===== config.mk =====
export PLATFORM = sky130hd
export DESIGN_NAME = uart_reg_select
export DESIGN_NICKNAME = d
export VERILOG_FILES = /design/src/verilog/uart_regs_pkg.sv /design/src/verilog/uart_reg_select.sv
export SDC_FILE = /design/constraint.sdc
export NUM_CORES = 1
export LEC_CHECK = 0
export BUFFER_PORTS_ARGS = -buffer_cell sky130_fd_sc_hd__buf_2
export CAP_MARGIN = 20
export CORE_MARGIN = 4
export CORE_UTILIZATION = 53
export CTS_BUF_LIST = sky130_fd_sc_hd__clkbuf_16
export DETAILED_ROUTE_END_ITERATION = 16
export PLACE_DENSITY = 0.79
export SLEW_MARGIN = 15
export SYNTH_ARGS = -nofsm -noshare
export SYNTH_HDL_FRONTEND = slang
export SYNTH_SLANG_ARGS = --single-unit

===== constraint.sdc =====
create_clock -name CLK_SYS -period 4.5 [get_ports CLK_SYS]
set_input_delay 0.45 -clock CLK_SYS [delete_from_list [all_inputs] [get_ports CLK_SYS]]
set_output_delay 0.45 -clock CLK_SYS [all_outputs]
set_load 0.03 [all_outputs]

===== src/verilog/uart_regs_pkg.sv =====
// constants for the uart register selection and receive interrupt block
package uart_regs_pkg;
    localparam logic [2:0] ADDR_0        = 3'h0;
    localparam logic [2:0] ADDR_1        = 3'h1;
    localparam logic [2:0] ADDR_2        = 3'h2;
    localparam logic [2:0] ADDR_3        = 3'h3;
    localparam logic [2:0] ADDR_4        = 3'h4;
    localparam logic [2:0] ADDR_5        = 3'h5;
    localparam logic [2:0] ADDR_6        = 3'h6;
    localparam logic [2:0] ADDR_7        = 3'h7;
    localparam logic [7:0] BANK_ENH_CODE = 8'hBF;
    localparam int         LCR_DIV_BIT   = 7;
    localparam int         EFR_ENH_BIT   = 4;
    localparam int         FCR_EN_BIT    = 0;
    localparam logic [7:0] RESET_BYTE    = 8'h00;
    localparam logic [7:0] RESET_LCR     = 8'h03;
    localparam logic [7:0] RESET_TRIG    = 8'h01;
    localparam logic [7:0] IER_BASE_MASK = 8'h0F;
    localparam logic [7:0] FCR_BASE_MASK = 8'hCF;
    localparam logic [7:0] MCR_BASE_MASK = 8'h1F;
    localparam logic [3:0] ISR_NONE      = 4'h1;
    localparam logic [3:0] ISR_LINE      = 4'h6;
    localparam logic [3:0] ISR_RXRDY     = 4'h4;
    localparam logic [3:0] ISR_TXRDY     = 4'h2;
    localparam logic [3:0] ISR_MODEM     = 4'h0;
    localparam int         FIFO_DEPTH    = 64;
endpackage


===== src/verilog/uart_reg_select.sv =====
// register selection, receive fifo and receive interrupt for one uart channel
//
// How it works
// - divisor bytes at 000/001 read and write only while line format bit 7 set and line format is not BF.
// - extended mask, queue and modem bits stay zero unless function bit 4 set.
// - mask register gates rx ready, tx empty, line and modem sources into source register.
// - fifo on and rx enabled: interrupt when level reaches trigger, clears below it.
// - source bits 3:0 read 0100 at trigger; status and interrupt clear together below trigger.
// - data ready bit sets when a character enters the fifo, clears when fifo empties.
`timescale 1ns/100ps
`default_nettype none
module uart_reg_select
    import uart_regs_pkg::*;
#(
    parameter int  DEPTH     = FIFO_DEPTH,
    parameter logic [7:0] REV_CODE  = 8'h01, // arbitrary value
    parameter logic [7:0] PART_CODE = 8'h5A  // arbitrary value
) (
    input  wire logic       CLK_SYS,
    input  wire logic       ARST_N,
    input  wire logic [2:0] ADDR,
    input  wire logic       WR,
    input  wire logic       RD,
    input  wire logic [7:0] WDATA,
    output logic      [7:0] RDATA,
    input  wire logic       RX_CHAR_VALID,
    input  wire logic [7:0] RX_CHAR,
    input  wire logic       TX_EMPTY,
    input  wire logic       LINE_ERR,
    input  wire logic       MODEM_CHG,
    output logic            INT_OUT,
    output logic            RX_READY,
    output logic      [7:0] DIVISOR_LOW,
    output logic      [7:0] DIVISOR_HIGH,
    output logic      [7:0] MODEM_OUT
);
    localparam int AW = $clog2(DEPTH);
    localparam int CW = (AW + 1 > 8) ? AW + 1 : 8;

    logic [7:0]    line_format_reg;
    logic [7:0]    enhanced_function;
    logic [7:0]    irq_mask_reg;
    logic [7:0]    queue_control_reg;
    logic [7:0]    modem_output_reg;
    logic [7:0]    feature_control;
    logic [7:0]    fifo_trigger_level;
    logic [7:0]    resume_char_one;
    logic [7:0]    resume_char_two;
    logic [7:0]    pause_char_one;
    logic [7:0]    pause_char_two;
    logic [7:0]    scratch;
    logic [7:0]    mem [DEPTH];
    logic [AW-1:0] wptr;
    logic [AW-1:0] rptr;
    logic [AW:0]   level;
    logic          enh_bank;
    logic          div_bank;
    logic          enh_on;
    logic          fifo_on;
    logic          rx_hit;
    logic          rx_irq;
    logic          do_pop;
    logic          do_push;
    logic [3:0]    next_src;
    logic [7:0]    next_rdata;
    logic [7:0]    line_state_reg;

    assign enh_bank = (line_format_reg == BANK_ENH_CODE);
    assign div_bank = line_format_reg[LCR_DIV_BIT] && !enh_bank;
    assign enh_on   = enhanced_function[EFR_ENH_BIT];
    assign fifo_on  = queue_control_reg[FCR_EN_BIT];

    function automatic logic [7:0] gate_ext(input logic [7:0] v, input logic [7:0] base, input logic en);
        gate_ext = en ? v : (v & base);
    endfunction

    // host writes
    always_ff @(posedge CLK_SYS or negedge ARST_N) begin
        if (!ARST_N) begin
            line_format_reg    <= RESET_LCR;
            enhanced_function  <= RESET_BYTE;
            irq_mask_reg       <= RESET_BYTE;
            queue_control_reg  <= RESET_BYTE;
            modem_output_reg   <= RESET_BYTE;
            feature_control    <= RESET_BYTE;
            fifo_trigger_level <= RESET_TRIG;
            DIVISOR_LOW        <= RESET_BYTE;
            DIVISOR_HIGH       <= RESET_BYTE;
            resume_char_one    <= RESET_BYTE;
            resume_char_two    <= RESET_BYTE;
            pause_char_one     <= RESET_BYTE;
            pause_char_two     <= RESET_BYTE;
            scratch            <= RESET_BYTE;
        end else if (WR) begin
            if (ADDR == ADDR_3) begin
                line_format_reg <= WDATA;
            end else if (enh_bank) begin
                case (ADDR)
                    ADDR_0:  fifo_trigger_level <= WDATA;
                    ADDR_1:  feature_control    <= WDATA;
                    ADDR_2:  enhanced_function  <= WDATA;
                    ADDR_4:  resume_char_one    <= WDATA;
                    ADDR_5:  resume_char_two    <= WDATA;
                    ADDR_6:  pause_char_one     <= WDATA;
                    ADDR_7:  pause_char_two     <= WDATA;
                    default: ;
                endcase
            end else begin
                case (ADDR)
                    ADDR_0:  if (div_bank) DIVISOR_LOW <= WDATA;
                    ADDR_1:  if (div_bank) DIVISOR_HIGH <= WDATA;
                             else irq_mask_reg <= gate_ext(WDATA, IER_BASE_MASK, enh_on);
                    ADDR_2:  queue_control_reg <= gate_ext(WDATA, FCR_BASE_MASK, enh_on);
                    ADDR_4:  modem_output_reg <= gate_ext(WDATA, MCR_BASE_MASK, enh_on);
                    ADDR_7:  scratch <= WDATA;
                    default: ;
                endcase
            end
        end
    end

    assign do_pop  = RD && ADDR == ADDR_0 && !div_bank && !enh_bank && level != '0;
    assign do_push = RX_CHAR_VALID && level != (AW+1)'(DEPTH);

    // receive fifo
    always_ff @(posedge CLK_SYS) begin
        if (do_push) mem[wptr] <= RX_CHAR;
    end

    always_ff @(posedge CLK_SYS or negedge ARST_N) begin
        if (!ARST_N) begin
            wptr  <= '0;
            rptr  <= '0;
            level <= '0;
        end else begin
            if (do_push) wptr <= wptr + 1'b1;
            if (do_pop) rptr <= rptr + 1'b1;
            level <= level + (AW+1)'(do_push) - (AW+1)'(do_pop);
        end
    end

    // trigger comparison; non-fifo mode triggers on one character
    assign rx_hit = fifo_on ? (CW'(level) >= CW'(fifo_trigger_level) && level != '0)
                            : (level != '0);
    assign rx_irq = rx_hit && irq_mask_reg[0];

    always_comb begin
        next_src = ISR_NONE;
        if (LINE_ERR && irq_mask_reg[2]) next_src = ISR_LINE;
        else if (rx_irq) next_src = ISR_RXRDY;
        else if (TX_EMPTY && irq_mask_reg[1]) next_src = ISR_TXRDY;
        else if (MODEM_CHG && irq_mask_reg[3]) next_src = ISR_MODEM;
    end

    assign line_state_reg = {1'b0, TX_EMPTY, TX_EMPTY, 4'h0, level != '0};

    always_comb begin
        next_rdata = RESET_BYTE;
        if (enh_bank) begin
            case (ADDR)
                ADDR_0:  next_rdata = 8'(level);
                ADDR_1:  next_rdata = feature_control;
                ADDR_2:  next_rdata = enhanced_function;
                ADDR_3:  next_rdata = line_format_reg;
                ADDR_4:  next_rdata = resume_char_one;
                ADDR_5:  next_rdata = resume_char_two;
                ADDR_6:  next_rdata = pause_char_one;
                ADDR_7:  next_rdata = pause_char_two;
                default: next_rdata = RESET_BYTE;
            endcase
        end else begin
            case (ADDR)
                ADDR_0:  next_rdata = div_bank ? DIVISOR_LOW : ((level != '0) ? mem[rptr] : RESET_BYTE);
                ADDR_1:  next_rdata = div_bank ? DIVISOR_HIGH : gate_ext(irq_mask_reg, IER_BASE_MASK, enh_on);
                ADDR_2:  next_rdata = {{2{fifo_on}}, 2'b00, next_src};
                ADDR_3:  next_rdata = line_format_reg;
                ADDR_4:  next_rdata = modem_output_reg;
                ADDR_5:  next_rdata = line_state_reg;
                ADDR_7:  next_rdata = scratch;
                default: next_rdata = RESET_BYTE;
            endcase
        end
    end

    // registered outputs
    always_ff @(posedge CLK_SYS or negedge ARST_N) begin
        if (!ARST_N) begin
            RDATA     <= RESET_BYTE;
            INT_OUT   <= 1'b0;
            RX_READY  <= 1'b0;
            MODEM_OUT <= RESET_BYTE;
        end else begin
            RDATA     <= next_rdata;
            INT_OUT   <= next_src != ISR_NONE;
            RX_READY  <= level != '0 || do_push;
            MODEM_OUT <= gate_ext(modem_output_reg, MCR_BASE_MASK, enh_on);
        end
    end

    // checks
    property p_div_write;
        @(posedge CLK_SYS) disable iff (!ARST_N)
        (WR && ADDR == ADDR_0 && !div_bank) |=> $stable(DIVISOR_LOW);
    endproperty
    a_div_write: assert property (p_div_write) else $error("divisor low written outside divisor bank");

    property p_ext_gate;
        @(posedge CLK_SYS) disable iff (!ARST_N)
        (!enh_on && !enh_bank && !div_bank && ADDR == ADDR_1) |=> RDATA[7:4] == 4'h0;
    endproperty
    a_ext_gate: assert property (p_ext_gate) else $error("extended mask bits set while disabled");

    property p_mask;
        @(posedge CLK_SYS) disable iff (!ARST_N)
        (irq_mask_reg[3:0] == 4'h0) |=> !INT_OUT;
    endproperty
    a_mask: assert property (p_mask) else $error("interrupt with all sources masked");

    property p_trig_rise;
        @(posedge CLK_SYS) disable iff (!ARST_N)
        (fifo_on && irq_mask_reg[0] && level != '0 && 8'(level) >= fifo_trigger_level) |=> INT_OUT;
    endproperty
    a_trig_rise: assert property (p_trig_rise) else $error("no interrupt at trigger level");

    property p_trig_status;
        @(posedge CLK_SYS) disable iff (!ARST_N)
        (next_src == ISR_RXRDY) |-> rx_hit && irq_mask_reg[0];
    endproperty
    a_trig_status: assert property (p_trig_status) else $error("rx status without trigger");

    property p_ready_set;
        @(posedge CLK_SYS) disable iff (!ARST_N)
        do_push |=> RX_READY ##1 RX_READY;
    endproperty
    a_ready_set: assert property (p_ready_set) else $error("data ready not set after push");

    property p_ready_clr;
        @(posedge CLK_SYS) disable iff (!ARST_N)
        (level == '0 && !do_push) |=> !RX_READY;
    endproperty
    a_ready_clr: assert property (p_ready_clr) else $error("data ready with empty fifo");

    property p_bank_trig;
        @(posedge CLK_SYS) disable iff (!ARST_N)
        (WR && enh_bank && ADDR == ADDR_0) |=> fifo_trigger_level == $past(WDATA);
    endproperty
    a_bank_trig: assert property (p_bank_trig) else $error("trigger not loaded in enhanced bank");

    property p_div_high_write;
        @(posedge CLK_SYS) disable iff (!ARST_N)
        (WR && ADDR == ADDR_1 && !div_bank) |=> $stable(DIVISOR_HIGH);
    endproperty
    a_div_high_write: assert property (p_div_high_write) else $error("divisor high written outside divisor bank");

    property p_div_low_load;
        @(posedge CLK_SYS) disable iff (!ARST_N)
        (WR && ADDR == ADDR_0 && div_bank) |=> DIVISOR_LOW == $past(WDATA);
    endproperty
    a_div_low_load: assert property (p_div_low_load) else $error("divisor low not loaded in divisor bank");

    property p_modem_gate;
        @(posedge CLK_SYS) disable iff (!ARST_N)
        !enh_on |=> (MODEM_OUT & ~MCR_BASE_MASK) == 8'h00;
    endproperty
    a_modem_gate: assert property (p_modem_gate) else $error("extended modem bits active while disabled");

    property p_queue_gate;
        @(posedge CLK_SYS) disable iff (!ARST_N)
        (WR && ADDR == ADDR_2 && !enh_bank && !enh_on) |=> queue_control_reg[5:4] == 2'b00;
    endproperty
    a_queue_gate: assert property (p_queue_gate) else $error("extended queue bits written while disabled");

    property p_rx_masked;
        @(posedge CLK_SYS) disable iff (!ARST_N)
        !irq_mask_reg[0] |-> next_src != ISR_RXRDY;
    endproperty
    a_rx_masked: assert property (p_rx_masked) else $error("masked rx source reported");

    property p_int_src;
        @(posedge CLK_SYS) disable iff (!ARST_N)
        (next_src != ISR_NONE) |=> INT_OUT;
    endproperty
    a_int_src: assert property (p_int_src) else $error("pending source without interrupt");

    property p_trig_fall;
        @(posedge CLK_SYS) disable iff (!ARST_N)
        (fifo_on && 8'(level) < fifo_trigger_level && !LINE_ERR && !TX_EMPTY && !MODEM_CHG) |=> !INT_OUT;
    endproperty
    a_trig_fall: assert property (p_trig_fall) else $error("interrupt below trigger level");

    property p_status_clr;
        @(posedge CLK_SYS) disable iff (!ARST_N)
        (!enh_bank && ADDR == ADDR_2 && !rx_hit) |=> RDATA[3:0] != ISR_RXRDY;
    endproperty
    a_status_clr: assert property (p_status_clr) else $error("rx status shown below trigger");

    property p_ready_hold;
        @(posedge CLK_SYS) disable iff (!ARST_N)
        (level != '0) |=> RX_READY;
    endproperty
    a_ready_hold: assert property (p_ready_hold) else $error("data ready dropped with data in fifo");

    property p_level_read;
        @(posedge CLK_SYS) disable iff (!ARST_N)
        (enh_bank && ADDR == ADDR_0) |=> RDATA == 8'($past(level));
    endproperty
    a_level_read: assert property (p_level_read) else $error("enhanced bank read not fifo level");
endmodule // uart_reg_select
`default_nettype wire


* Word level (Yosys, flattened, before mapping)
Memory sizes are Yosys's and may differ from the RTL's. Cells that the tools add are included. W data, S select, Z words.
Cells by class: bitwise operators 3, multiplexer cells 17, add/sub/neg operators 4, reductions and logical operators 30, eq/ne operators 10, magnitude comparators 1
Operators by type and width (number):
- $mux W8 | 8
- $pmux W8 S8 | 1
- $pmux W8 S7 | 1
- $reduce_and A4 Y1 | 10
- $reduce_and A5 Y1 | 3
- $add A6 B1 Y6 const B | 2
- $eq A3 B3 Y1 const B | 4
- $logic_and A1 B1 Y1 | 11
- $eq A8 B8 Y1 const B | 1
- $ge A7 B8 Y1 | 1
- $add A7 B1 Y7 | 1
- $ne A7 B7 Y1 const B | 1
- $reduce_bool A7 Y1 | 1
- $sub A7 B1 Y7 | 1
- $eq A3 B2 Y1 const B | 2
- $mux W3 | 2
- $mux W1 | 4
- $ne A4 B1 Y1 const B | 1
- $eq A3 B1 Y1 const B | 1
- $logic_not A3 Y1 | 1
- $not A1 Y1 | 3
- $logic_not A1 Y1 | 2
- $mux W2 | 1
- $reduce_and A2 Y1 | 1
- $logic_or A1 B1 Y1 | 1
Word-level totals: flip-flop bits (word level) 142, bits in writable memories 512, memories 1, logic and storage cells 87
Memories:
- mem | depth 64, width 8, rd ports 1, clocked after memory_dff 0, wr ports 1, RTL line uart_reg_select.sv:52 | logic [7:0] mem [DEPTH];

* Depth between registers and ports, before layout
word-level depth 8, depth in mapped cells 18

* Least setup slack after synthesis
No wires, ideal clock.
path kind input port to flip-flop, from in ADDR[2], to reg level[6], arrival time 3.071 ns, library setup time 0.125 ns, stages on the path 16, setup slack 1.304 ns, required time 4.375 ns, buffers on the path 1, cells stage by stage clkbuf_1 -> inv_1 -> nand3_1 -> nor4b_2 -> ha_1 -> inv_1 -> ha_1 -> inv_1 -> fa_1 -> inv_1 -> a21oi_1 -> nor2_1 -> o21ai_0 -> a21oi_1 -> nor2_1 -> xnor2_1
Between the ends: word-level cells in the longest chain between the ends 6
RTL lines:
- start: declaration | RTL line uart_reg_select.sv:21 | input wire logic [2:0] ADDR,
- $logic_not A3 Y1 | RTL line uart_reg_select.sv:122 | assign do_pop = RD && ADDR == ADDR_0 && !div_bank && !enh_bank && level != '0;
- $logic_and A1 B1 Y1 (4 in series) | RTL line uart_reg_select.sv:122
- net do_pop | RTL line uart_reg_select.sv:62 | logic do_pop;
- $sub A7 B1 Y7 | RTL line uart_reg_select.sv:138 | level <= level + (AW+1)'(do_push) - (AW+1)'(do_pop);
- end signal: assignment | RTL line uart_reg_select.sv:138
- end: declaration | RTL line uart_reg_select.sv:55 | logic [AW:0] level;
The timed path passes the listed nets, and every way through them passes these cells. A chain may end at the register's enable or synchronous reset.

* Worst setup path after layout
from reg rptr[1], to reg RDATA[2]
Between the ends: word-level cells in the longest chain between the ends 5
RTL lines:
- start: declaration | RTL line uart_reg_select.sv:54 | logic [AW-1:0] rptr;
- start signal: assignment | RTL line uart_reg_select.sv:137 | if (do_pop) rptr <= rptr + 1'b1;
- $mem_v2 Z64 W8
- $mux W8 (2 in series) | RTL line uart_reg_select.sv:173 | ADDR_0: next_rdata = div_bank ? DIVISOR_LOW : ((level != '0) ? mem[rptr] : RESET_BYTE);
- $pmux W8 S7 | RTL line uart_reg_select.sv:172 | case (ADDR)
- $mux W8 | RTL line uart_reg_select.sv:159 | if (enh_bank) begin
- net next_rdata[2] | RTL line uart_reg_select.sv:65 | logic [7:0] next_rdata;
- end signal: assignment | RTL line uart_reg_select.sv:193 | RDATA <= next_rdata;
- end: declaration | RTL line uart_reg_select.sv:25 | output logic [7:0] RDATA,
The timed path passes the listed nets, and every way through them passes these cells.

==> results.toml <==
[outcome]
outcome = "complete, no violations"

[worst_setup_path]
cp_slowest_cell = "dfrtp_4"
criticalPathCategory = "reg -> reg"
worstSetupEndpointType = "flip-flop"
cpMostUsedCell = "a2111oi_0"
critPathRequiredTime_ns = 4.94
worstPathCellList = "buf_4, mux4_2, a2111oi_0, nor4_1, a2111oi_0, o211ai_1"
r2r-end = "RDATA[2]$_DFF_PN0_"
rrSetupSlack_ns = 0.97
startpoint_type = "flip-flop"
arrival_ns = 3.98
critPathMaxFanout = 56
r2r-start = "rptr[1]$_DFFE_PN0P_"
reg2regPathDepth = 6
crit_path_max_incr_delay_ns = 1.02

[global_route]
antenna_found_initial = 3
grt_usage_pct = 24.36
grt_pass1_wl_um = 97650
gr-total-overflow = 0
grt_pass1_vias = 14826
grt_max_degree = 109

[detailed_routing]
drc = 0
ant_nets = 0
vias = 14696
routed_via_density = 6.448
drt-total-wl_um = 64190
dr.pass1.iters = 6
drtIter0Drc = 1921
routedWlPerCell_um = 28.16

[logic_synthesis]
yosysUniqueCellTypes = 59
synthCells = 1486
synth_edf_count = 512
yosysSeqAreaShare_pct = 71.08
ys_warn_count = 0
syn_area_per_cell_um2 = 17.92
ys.flop_type = "edfxtp_1"
syn-num-nets = 1532
async_reset_ff_share_pct = 21.71
syn_area_um2 = 26640
yosys_register_bits = 654

[timing]
finalHoldViolCount = 0
slew_headroom_pct = 26.71
setup_viol = 0
clock.fmax_mhz = 283.1
setup_tns_ns = 0
fin_crit_sh_pct = 78.51
period_needed_ns = 3.533
fin_ws_ns = 0.9671
fin_skew_ns = 0.03014
drv_slew = 0
rsz0062_at_grt = "false"
tightest_slew_ns = 1.099

[floorplanning]
design.core.area_um2 = 49360
ios = 61
initial_core_util_pct = 53.97
fp-row-count = 81
die_area_um2 = 53910
chipHeight_um = 232.2
chipWidth_um = 232.2

[cells_and_area]
largest_reg_flops = 512
final_nets = 1608
utilization_pct = 60.36
antennaDiodeCount = 0
final_common_cell = "edfxtp_1"
syn2layout_area_growth_pct = 11.85
top_register = "mem"
drive_above_1_share_pct = 27.00
final_cell_mix = "edfxtp_1, mux4_2, dfrtp_1"

[clock_tree]
post_cts_resized = 0
cts_buffer_depth = 3
root_buffer = "clkbuf_16"
cts.sinks = 654
htreeDepth = 3
clock_latency_ns = 0.61
cts.clk_slew.worst_paths_ns = 0.06
cts_tree = "built"
numCtsBuffers = 66
ctsHoldBuffers = 0
cts_setup_buffers = 0

[power_and_ir_drop]
power_switching_uw = 4869
power_frac_seq_pct = 45.0
power.density_nw_per_um2 = 554.1
power_frac_comb_pct = 23.1
p_int_uw = 11640
peakVddDrop_mv = 0.3773
p_leak_uw = 0.01045
p_sw_share_pct = 29.49
pwr-share-clk_pct = 31.9

[placement]
hpwlAfterDp_um = 39020
portBuffers = 60
place_ws_ns = 1.048
routabilityCongestion = 0.9181

[run]
cap_violations = 0

[min_path]
hp-class = "in -> async"
-- cells in the mapped netlist (all sizes together) (6+ instances only) --
cell type / count / area [um^2]
nor2b: 6 / 37.54
and3: 7 / 43.79
nand3: 28 / 140.1
a211oi: 9 / 67.56
xnor2: 10 / 87.58
mux2: 103 / 1160
nand4: 10 / 62.56
o21ai: 42 / 210.2
a31oi: 6 / 37.54
clkbuf: 50 / 187.7
mux4: 137 / 3085
buf: 33 / 187.7
a22oi: 10 / 75.07
ha: 18 / 225.2
nand2: 62 / 232.7
a21oi: 31 / 155.2
dfrtp: 139 / 3478
mux2i: 42 / 420.4
inv: 25 / 93.84
o221ai: 8 / 70.07
nor2: 99 / 371.6
edfxtp: 512 / 15370
a221oi: 13 / 113.9
nor3: 14 / 80.08
-- worst max path at each step --
stage	startpoint	to	slack [ns]	cells past startpoint
after floorplan	ADDR[2]	level[6]$_DFF_PN0_	1.30	16
after global placement	rptr[1]$_DFFE_PN0P_	RDATA[2]$_DFF_PN0_	1.06	6
after detailed placement	rptr[1]$_DFFE_PN0P_	RDATA[2]$_DFF_PN0_	1.05	6
after CTS	rptr[1]$_DFFE_PN0P_	RDATA[2]$_DFF_PN0_	0.95	6
after global routing	rptr[0]$_DFFE_PN0P_	RDATA[2]$_DFF_PN0_	0.73	8
final	rptr[1]$_DFFE_PN0P_	RDATA[2]$_DFF_PN0_	0.97	6
-- metrics by stage --
stage               instance area [um^2]  hold WS, ns  power [uW]  std cells
finish                             29790     0.001166       16510       2279
global route                       29790      0.07282       17150       2279
CTS                                29760      0.02085       16560       2278
detailed placement                 27680       0.3876       11300       2157
global placement                   27670       0.3859       11200       2157
floorplan                          26640       0.1544       10050       1486
-- area by class of cell --
class | count | area, um^2
fillers | 3422 | 19560
flip-flops and latches | 654 | 18940
multi-input cells | 724 | 7244
clock buffers | 68 | 1702
well taps | 664 | 830.8
repair buffers | 91 | 601.8
clock inverters | 53 | 379.1
inverters | 25 | 93.84
-- routing by layer --
layer	GRT usage (%)	part of all wire [%]	vias to the layer above
li1	-	-	6046
met3	5.618	10	160
met4	7.846	3.1	4
met5	0	0.042	-
met1	34.62	38	7562
met2	38.02	48	924
-- logic make-up (layout without fill, tap and decap cells) --
logic type	Yosys count	in the layout	share of synthesized area, %
xor+xnor	15	15	0.4932
mux	282	282	17.52
fa+ha+maj	19	19	0.9207
buf+inv	108	237	1.762
simple gates	250	250	4.303
compound gates	158	158	3.927
flops	654	654	71.08
-- worst max-delay path, delay by kind of cell (launching register included) --
kind / cells / cell delay (ns)
AO/OA/AOI/OAI: 3 / 1.23
flip-flops: 1 / 1.02
buffers and inverters: 1 / 0.55
multiplexers: 1 / 0.37
AND/OR/NAND/NOR: 1 / 0.17
-- power groups by stage --
stage                     Combinational [uW]  Clock [uW]  Sequential, uW
final                                   3810        5270            7430
after global routing                    4050        5630            7470
after CTS                               3800        5330            7430
after detailed placement                3760           0            7540
after global placement                  3690           0            7510
after floorplan                         2720           0            7330
(Power assumes the default switching activity.)
